<file path="src/core/estop_pkg.sv">
// Constants for the emergency-stop input monitor
package estop_pkg;
    localparam int CLK_HZ = 125_000_000;
    localparam int START_HOLD_MS = 3000;
    localparam int START_HOLD_CYC = START_HOLD_MS * (CLK_HZ / 1000);
    localparam int DISC_MS = 250;
    localparam int DISC_CYC = DISC_MS * (CLK_HZ / 1000);
    localparam int DEBOUNCE_US = 1000;
    localparam int DEBOUNCE_CYC = DEBOUNCE_US * (CLK_HZ / 1000000);
    localparam int STARTUP_CYC = 16;
    localparam int BLINK_CYC = 62_500_000;
    localparam int NUM_IN = 8;
    localparam int NUM_START = 4;
    localparam logic [3:0] FUNC_MAX = 4'h7;
    localparam logic [3:0] SYS_ERR_CONFIG = 4'h5;
    localparam logic [31:0] ADDR_CTRL = 32'h0000_0000;
    localparam logic [31:0] ADDR_STATUS = 32'h0000_0004;
    localparam logic [31:0] ADDR_INPUTS = 32'h0000_0008;
    localparam int CTRL_ACK_BIT = 0;
    localparam logic [31:0] CTRL_RESET = 32'h0000_0000;
    localparam int SC_PULSE_CYC = 64;
endpackage

</file>
<file path="src/core/estop_input_monitor.sv">
// Emergency-stop input monitor: input filtering, function select, start gating, status outputs
//
// Overview of operation
// Green lamps only with all inputs and start
// Signal contact never affects the enable
// Signal contact present: lamp2 on, output2 off; outside run, output2 blinks or stays on in wait and fault instead
// Signal contact absent: lamp2 off, output2 on; outside run, lamp2 stays on in wait and fault instead
// Switch bank assigns start keys and outputs
// Selector and switches read twice, compared
// Functions 0/4: eight single-channel, auto/manual
// Functions 1/5: six plus shorted two-channel
// Functions 2/6: six plus two-channel or curtain
// Functions 3/7: five, two-channel, signal contact
// Selector 8 or 9 gives error 5
// Shared sensor uses 2/3/6/7, external wiring
// Single-channel inputs need potential-free contacts
// Autostart only after power-up or stop
// Other faults in autostart need start key
// Operator releases start key within 3 s
// Any assigned start key confirms start
// Start key held over 3 s is fault
// Two-channel disagreement over 250 ms is fault
// Copy mismatch or invalid value gives error 5
// System error latches everything off until power cycle
// Outputs stay off until setting validated; run1 lamp and output1 follow the blink and start_assign shows the switch bank during the start-up count instead
// Every contact synchronised and debounced before use; the short check on 6/7 also reads the synchronised, unfiltered copies
`timescale 1ns/1ns
module estop_input_monitor #(
    parameter int START_HOLD_CYC = estop_pkg::START_HOLD_CYC,
    parameter int DISC_CYC = estop_pkg::DISC_CYC,
    parameter int DEBOUNCE_CYC = estop_pkg::DEBOUNCE_CYC,
    parameter int BLINK_CYC = estop_pkg::BLINK_CYC
) (
    input wire logic pclk,
    input wire logic presetn,
    input wire logic psel,
    input wire logic penable,
    input wire logic pwrite,
    input wire logic [31:0] paddr,
    input wire logic [31:0] pwdata,
    output logic [31:0] prdata,
    output logic pready,
    output logic pslverr,
    input wire logic [7:0] contact_in,
    input wire logic [3:0] start_key_in,
    input wire logic [3:0] func_sel_a,
    input wire logic [3:0] func_sel_b,
    input wire logic [3:0] assign_sw_a,
    input wire logic [3:0] assign_sw_b,
    input wire logic ext_fault,
    output logic green_lamp,
    output logic enable_out,
    output logic run1_lamp,
    output logic run2_lamp,
    output logic status1_out,
    output logic status2_out,
    output logic sys_error,
    output logic [3:0] sys_err_code,
    output logic [3:0] start_assign
);
    typedef enum {ST_INIT, ST_WAIT_START, ST_RUN, ST_FAULT, ST_SYSERR} state_t;

    // Two-stage synchroniser then stable-count filter per contact
    logic [11:0] raw_s1_reg, raw_s2_reg, filt_reg, filt_next;
    logic [11:0] in_raw;
    logic [31:0] db_cnt_reg [12];
    logic [31:0] db_cnt_next [12];
    assign in_raw = {start_key_in, contact_in};

    always_comb begin
        filt_next = filt_reg;
        for (int i = 0; i < 12; i++) begin
            db_cnt_next[i] = db_cnt_reg[i];
            if (raw_s2_reg[i] == filt_reg[i]) begin
                db_cnt_next[i] = 32'h0;
            end else if (db_cnt_reg[i] >= 32'(DEBOUNCE_CYC - 1)) begin
                db_cnt_next[i] = 32'h0;
                filt_next[i] = raw_s2_reg[i];
            end else begin
                db_cnt_next[i] = db_cnt_reg[i] + 32'h1;
            end
        end
    end

    always_ff @(posedge pclk or negedge presetn) begin
        if (!presetn) begin
            raw_s1_reg <= 12'h000;
            raw_s2_reg <= 12'h000;
            filt_reg <= 12'h000;
            for (int i = 0; i < 12; i++) db_cnt_reg[i] <= 32'h0;
        end else begin
            raw_s1_reg <= in_raw;
            raw_s2_reg <= raw_s1_reg;
            filt_reg <= filt_next;
            for (int i = 0; i < 12; i++) db_cnt_reg[i] <= db_cnt_next[i];
        end
    end

    // Setting decode
    logic cfg_bad, manual, two_ch, sig_mode, shorted_chk;
    logic [7:0] safety_mask;
    logic [1:0] func_lo;
    logic [3:0] keys;
    logic all_ok, start_pressed, two_ch_agree, short_fault;
    assign cfg_bad = (func_sel_a != func_sel_b) || (assign_sw_a != assign_sw_b)
        || (func_sel_a > estop_pkg::FUNC_MAX);
    assign manual = func_sel_a[2];
    assign func_lo = func_sel_a[1:0];
    assign two_ch = func_lo != 2'h0;
    assign shorted_chk = func_lo == 2'h1;
    assign sig_mode = func_lo == 2'h3;
    // Signal contact on input 5 excluded from the safety set
    assign safety_mask = sig_mode ? 8'hDF : 8'hFF;
    assign keys = filt_reg[11:8] & assign_sw_a;
    assign start_pressed = |keys;
    assign two_ch_agree = filt_reg[6] == filt_reg[7];
    // Cross-wired channels read as equal high while the pair is treated as shorted pair
    assign short_fault = shorted_chk && filt_reg[6] && filt_reg[7] && (raw_s2_reg[6] != raw_s2_reg[7]);
    assign all_ok = &(filt_reg[7:0] | ~safety_mask);

    // Main sequencer
    state_t state_reg, state_next;
    logic [31:0] hold_cnt_reg, hold_cnt_next, disc_cnt_reg, disc_cnt_next;
    logic [7:0] boot_cnt_reg, boot_cnt_next;
    logic estop_trip_reg, estop_trip_next, first_reg, first_next;
    logic hold_err, disc_err;
    assign hold_err = hold_cnt_reg >= 32'(START_HOLD_CYC);
    assign disc_err = two_ch && (disc_cnt_reg >= 32'(DISC_CYC));

    always_comb begin
        state_next = state_reg;
        boot_cnt_next = boot_cnt_reg;
        estop_trip_next = estop_trip_reg;
        first_next = first_reg;
        hold_cnt_next = start_pressed ? hold_cnt_reg + 32'h1 : 32'h0;
        // Saturate only while the cause lasts, else the fault could never clear
        if (start_pressed && hold_err) hold_cnt_next = hold_cnt_reg;
        disc_cnt_next = (two_ch && !two_ch_agree) ? disc_cnt_reg + 32'h1 : 32'h0;
        if (disc_err && !two_ch_agree) disc_cnt_next = disc_cnt_reg;
        case (state_reg)
            ST_INIT: begin
                if (boot_cnt_reg < 8'(estop_pkg::STARTUP_CYC)) begin
                    boot_cnt_next = boot_cnt_reg + 8'h1;
                end else if (cfg_bad) begin
                    state_next = ST_SYSERR;
                end else begin
                    state_next = ST_WAIT_START;
                end
            end
            ST_WAIT_START: begin
                if (all_ok && !disc_err && !short_fault) begin
                    // Autostart: power-up or after a stop, never after other faults
                    if (!manual && (first_reg || estop_trip_reg)) begin
                        state_next = ST_RUN;
                    end else if (start_pressed && !hold_err && hold_cnt_reg != 32'h0) begin
                        state_next = ST_RUN;
                    end
                end
                if (hold_err || disc_err || short_fault) state_next = ST_FAULT;
            end
            ST_RUN: begin
                first_next = 1'b0;
                estop_trip_next = 1'b0;
                if (disc_err || short_fault) begin
                    state_next = ST_FAULT;
                end else if (!all_ok) begin
                    estop_trip_next = 1'b1;
                    state_next = ST_WAIT_START;
                end
            end
            ST_FAULT: begin
                first_next = 1'b0;
                estop_trip_next = 1'b0;
                if (!start_pressed && !disc_err && !short_fault) state_next = ST_WAIT_START;
            end
            ST_SYSERR: state_next = ST_SYSERR;
            default: state_next = ST_SYSERR;
        endcase
        if (state_reg != ST_INIT && (cfg_bad || ext_fault)) state_next = ST_SYSERR;
    end

    always_ff @(posedge pclk or negedge presetn) begin
        if (!presetn) begin
            state_reg <= ST_INIT;
            boot_cnt_reg <= 8'h00;
            hold_cnt_reg <= 32'h0;
            disc_cnt_reg <= 32'h0;
            estop_trip_reg <= 1'b0;
            first_reg <= 1'b1;
        end else begin
            state_reg <= state_next;
            boot_cnt_reg <= boot_cnt_next;
            hold_cnt_reg <= hold_cnt_next;
            disc_cnt_reg <= disc_cnt_next;
            estop_trip_reg <= estop_trip_next;
            first_reg <= first_next;
        end
    end

    // Output stage, all registered
    logic [31:0] blink_reg, blink_next;
    logic blink;
    logic run, syserr, wait_ok;
    logic green_next, en_next, r1_next, r2_next, s1_next, s2_next;
    logic [3:0] code_next, assign_next;
    assign blink = blink_reg >= 32'(BLINK_CYC / 2);
    assign run = state_next == ST_RUN;
    assign syserr = state_next == ST_SYSERR;
    assign wait_ok = state_next == ST_WAIT_START && all_ok;

    always_comb begin
        blink_next = (blink_reg >= 32'(BLINK_CYC - 1)) ? 32'h0 : blink_reg + 32'h1;
        green_next = run && !syserr;
        en_next = run;
        r1_next = run ? 1'b1 : (syserr ? 1'b0 : blink);
        s1_next = r1_next;
        if (syserr || state_next == ST_INIT) begin
            r2_next = 1'b0;
            s2_next = 1'b0;
        end else if (sig_mode && run) begin
            r2_next = filt_reg[5];
            s2_next = !filt_reg[5];
        end else begin
            r2_next = 1'b1;
            s2_next = run ? 1'b0 : (wait_ok ? blink : 1'b1);
        end
        code_next = syserr ? estop_pkg::SYS_ERR_CONFIG : 4'h0;
        assign_next = syserr ? 4'h0 : assign_sw_a;
    end

    always_ff @(posedge pclk or negedge presetn) begin
        if (!presetn) begin
            blink_reg <= 32'h0;
            green_lamp <= 1'b0;
            enable_out <= 1'b0;
            run1_lamp <= 1'b0;
            run2_lamp <= 1'b0;
            status1_out <= 1'b0;
            status2_out <= 1'b0;
            sys_error <= 1'b0;
            sys_err_code <= 4'h0;
            start_assign <= 4'h0;
        end else begin
            blink_reg <= blink_next;
            green_lamp <= green_next;
            enable_out <= en_next;
            run1_lamp <= r1_next;
            run2_lamp <= r2_next;
            status1_out <= s1_next;
            status2_out <= s2_next;
            sys_error <= syserr;
            sys_err_code <= code_next;
            start_assign <= assign_next;
        end
    end

    // APB slave: zero wait states; status read-only, unmapped gives error
    logic [31:0] rd_next;
    logic err_next;
    always_comb begin
        rd_next = 32'h0;
        err_next = 1'b0;
        case (paddr)
            estop_pkg::ADDR_CTRL: rd_next = {28'h0, func_sel_a};
            estop_pkg::ADDR_STATUS: rd_next = {24'h0, sys_err_code, 1'b0, sys_error, green_lamp, enable_out};
            estop_pkg::ADDR_INPUTS: rd_next = {20'h0, filt_reg};
            default: err_next = 1'b1;
        endcase
    end

    always_ff @(posedge pclk or negedge presetn) begin
        if (!presetn) begin
            prdata <= 32'h0;
            pready <= 1'b0;
            pslverr <= 1'b0;
        end else begin
            pready <= psel && !penable;
            pslverr <= psel && !penable && err_next;
            prdata <= (psel && !penable && !pwrite) ? rd_next : 32'h0;
        end
    end
endmodule // estop_input_monitor

</file>
<file path="config.mk">
export PLATFORM = sky130hd
export DESIGN_NAME = estop_input_monitor
export DESIGN_NICKNAME = d
export VERILOG_FILES = /design/src/core/estop_pkg.sv /design/src/core/estop_input_monitor.sv
export SDC_FILE = /design/constraint.sdc
export NUM_CORES = 1
export LEC_CHECK = 0
export BUFFER_PORTS_ARGS = -buffer_cell sky130_fd_sc_hd__buf_4
export CORE_MARGIN = 4
export CORE_UTILIZATION = 64
export DETAILED_ROUTE_END_ITERATION = 10
export PLACE_DENSITY = 0.85
export SYNTH_ARGS = -nofsm -noshare
export SYNTH_HDL_FRONTEND = slang
export SYNTH_SLANG_ARGS = --single-unit
</file>
<file path="constraint.sdc">
create_clock -name pclk -period 7.1 [get_ports pclk]
set_input_delay 1.42 -clock pclk [delete_from_list [all_inputs] [get_ports pclk]]
set_output_delay 1.42 -clock pclk [all_outputs]
set_load 0.01 [all_outputs]
</file>
==> results.toml <==
[status]
status = "finished, final reports clean"

[final_layout]
finalNonFillerCells = 2855
regArea_um2 = 14570
drive_gt1_share_pct = 9.398
n_fill_cell = 2233
nets = 2464
num_antenna_cells = 0
multiInputGateArea_um2 = 8795
area_growth_pct = 17.07
largest_reg_flops = 384

[clock_network]
cts_root_buf = "clkbuf_16"
holdBufCountCts = 0
cts_max_path_buffers = 3
cts.sinks = 582
cts.clk_slew.worst_paths_ps = 60
clk_latency_ps = 600
post_cts_buffers = 0
cts_tree = "built"
post_cts.resized_instances = 0
htreeDepth = 2
cts_made_buffers = 57

[timing]
layout_setup_ws_ps = 3357
max_slew_margin_pct = 23.48
whs_ps = 341.8
setup_viol = 0
rsz0062_at_grt = "false"
tns_ps = 0
timing.final.crit_share_pct = 52.72
finalHoldViolCount = 0
fin_crit_ps = 3743
tightest_slew_ps = 1147
max_freq_mhz = 267.2
clock-skew-final_ps = 13.67
report.final.slew_viol_count = 0

[placement]
dp_cells = 2749
hpwl_um = 28580
portBuffers = 92
dp_slack_ps = 2997
gp_congestion = 0.8615

[synthesis]
synth_xor_area_share_pct = 9.424
yosysWarnings = 0
synth_edf_count = 0
synth_simple_gate_area_share_pct = 18.28
synth_ff_type = "dfrtp_1"
synth.yosys.seq_area_share_pct = 63.19
synth_mux_area_share_pct = 0.8088
synth.ff_latch_count = 582
ys_async_sr_fraction_pct = 100.0
synth-adder-area-share_pct = 1.031
synth_area_per_cell_um2 = 11.37
synth_top_family_by_area = "simple AND/OR/NAND/NOR gates"
synth_compound_area_share_pct = 4.663
syn_area_um2 = 23050
syn_inst = 2027
synth.distinct_cells = 60

[die]
num_rows = 69
start_util_pct = 64.80
dieArea_um2 = 39120
core_area_um2 = 35570
ioPinCount = 147
die_w_um = 197.8
die_y_um = 197.8

[detailed_routing]
wl_um = 45860
vias_per_cell = 5.455
firstDrtPassIters = 5
drcViolationCount = 0
dr.first_iter.drc_count = 918
postRouteAntennaNets = 0
route.vias.total = 15570
routedWlPerCell_um = 16.06

[power_and_ir_drop]
p_seq_share_pct = 50.1
p_comb_share_pct = 3.0
p_int_mw = 5.426
power_density_nw_per_um2 = 254.9
p_leak_nw = 11.76
pwr-share-clk_pct = 46.9
p_sw_mw = 1.452
vdd_ir_drop_max_v = 0.0002355
swShare_pct = 21.11

[setup_path]
slowest_stage = "nor4_1"
endpoint_kind = "flop"
r2r.worst_path.cells = 7
crit_arrival_ps = 4270
slowest_delay_ps = 760
r2r_start = "disc_cnt_reg[13]"
crit_required_ps = 7620
start_kind = "input port"
rr_endpoint = "disc_cnt_reg[25]"
worstSetupPathType = "input port to flop"
crit_chain = "buf_4, xor2_1, nor4_1, a311oi_1, a2111oi_0, a221oi_1, a311oi_1, a2bb2oi_1"
critical_path.startpoint = "func_sel_a[2]"
rrSetupSlack_ps = 4170
cp-endpoint = "status2_out"
critPathMostFrequentCell = "a311oi_1"
cp_max_fo = 3

[global_route]
grt_max_degree = 166
grt_use_met2_pct = 40.88
grt_usage_pct = 23.90
busiest_layer = "met2"
use_met1_pct = 31.48
grt.overflow.total = 0
antenna_found_initial = 0
first_global_vias = 16190
grt_pass1_wl_um = 76870
grtUsageMet3_pct = 3.965

[flow_run]
drv_cap = 0

[min_path]
hold_class = "flop to flop"
==> stage by stage <==
stage	util, %	instance area, um^2	power (mW)
final	75.87	26980	6.877
after global routing	75.87	26980	7.126
after CTS	75.87	26980	6.939
after detailed placement	70.09	24930	3.705
after global placement	70.09	24930	3.690
after floorplan	-	23940	3.580
==> cells in the mapped netlist, types with 2 or more instances <==
library cell  instances  share of area, %
clkbuf_1             48              0.78
mux2i_1               4              0.17
inv_1                58              0.94
and3_1               56               1.5
buf_4                25              0.81
mux2_2               13              0.64
a2111oi_0            14              0.53
a21o_1                2             0.065
nand2_1              92               1.5
nor2b_1               7              0.19
nor4_1               76               2.1
dfrtp_1             581                63
xnor2_1             119               4.5
a41oi_1              10              0.38
nor3_1               33              0.72
o41ai_1               2             0.076
nand2b_1             16              0.43
or4_1                12              0.39
o2111ai_1            10              0.38
ha_1                 19               1.0
a211oi_1              3             0.098
nand4_1              46               1.2
nand3_1             108               2.3
nand3b_1              4              0.13
a21oi_1              43              0.93
a221oi_1              2             0.076
a311oi_1              5              0.19
and4_1               12              0.46
nor2_1              357               5.8
and2_1               15              0.41
or4b_2                5              0.22
o211ai_1              4              0.13
a31oi_1              11              0.30
o21a_1                2             0.065
o21ai_0              41              0.89
xor2_1              129               4.9
or3_1                20              0.54
==> worst min path at each step <==
stage | start | to | slack (ps) | cells after the start
CTS | raw_s1_reg[10] | raw_s2_reg[10] | 350 | 0
detailed placement | raw_s1_reg[1] | raw_s2_reg[1] | 330 | 0
global route | raw_s1_reg[10] | raw_s2_reg[10] | 350 | 0
global placement | raw_s1_reg[8] | raw_s2_reg[8] | 330 | 0
finish | raw_s1_reg[10] | raw_s2_reg[10] | 340 | 0
floorplan | raw_s1_reg[0] | raw_s2_reg[0] | 330 | 0
==> worst max-delay path, delay by kind of cell <==
family,cells,cell delay (ps)
buffers and inverters,1,150
AO/OA/AOI/OAI,5,1680
AND/OR/NAND/NOR,1,760
XOR/XNOR,1,250
==> placed cells by master (no fill, tap or decap), types with 7 or more instances in the layout <==
cell / netlist / final
ha_1: 19 / 19
o21ai_0: 41 / 41
clkinv_2: 0 / 12
and4_1: 12 / 12
nand4_1: 46 / 46
a31oi_1: 11 / 11
nor2b_1: 7 / 7
and3_1: 56 / 56
o2111ai_1: 10 / 10
nand2b_1: 16 / 16
mux2_2: 13 / 13
clkbuf_16: 0 / 59
buf_4: 25 / 96
clkbuf_8: 0 / 11
a41oi_1: 10 / 10
nand2_1: 92 / 92
a21oi_1: 43 / 43
a2111oi_0: 14 / 14
xor2_1: 129 / 129
nor3_1: 33 / 33
and2_1: 15 / 15
conb_1: 1 / 237
or4_1: 12 / 12
dfrtp_1: 581 / 581
or3_1: 20 / 20
bufinv_16: 0 / 9
inv_1: 58 / 58
nor2_1: 357 / 357
nor4_1: 76 / 76
xnor2_1: 119 / 119
nand3_1: 108 / 108
==> final cells by class <==
type,count,share of cell area (%)
Tap cell,461,2.138
Clock inverter,30,1.498
Clock buffer,76,6.116
Multi-Input combinational cell,1549,32.59
Sequential cell,582,53.98
Timing Repair Buffer,99,2.875
Inverter,58,0.8068
==> logic make-up after synthesis <==
| family | after synthesis |
|---|---|
| simple gates | 866 |
| flops | 582 |
| xor+xnor | 248 |
| compound gates | 162 |
| buf+inv | 132 |
| fa+ha+maj | 19 |
| mux | 17 |
| other cells | 1 |
==> layer usage <==
metal	part of all wire (%)	vias up
met4	2.7	0
li1	-	7314
met5	0	-
met2	51	375
met3	4.7	97
met1	41	7788
==> power by group through the flow <==
stage                     combinational, mW  sequential (mW)  clock (mW)
final                                 0.208             3.44        3.23
after global routing                  0.240             3.45        3.44
after CTS                             0.206             3.44        3.29
after detailed placement              0.203             3.50           0
after global placement                0.195             3.50           0
after floorplan                      0.0961             3.48           0
(Power assumes the default switching activity.)
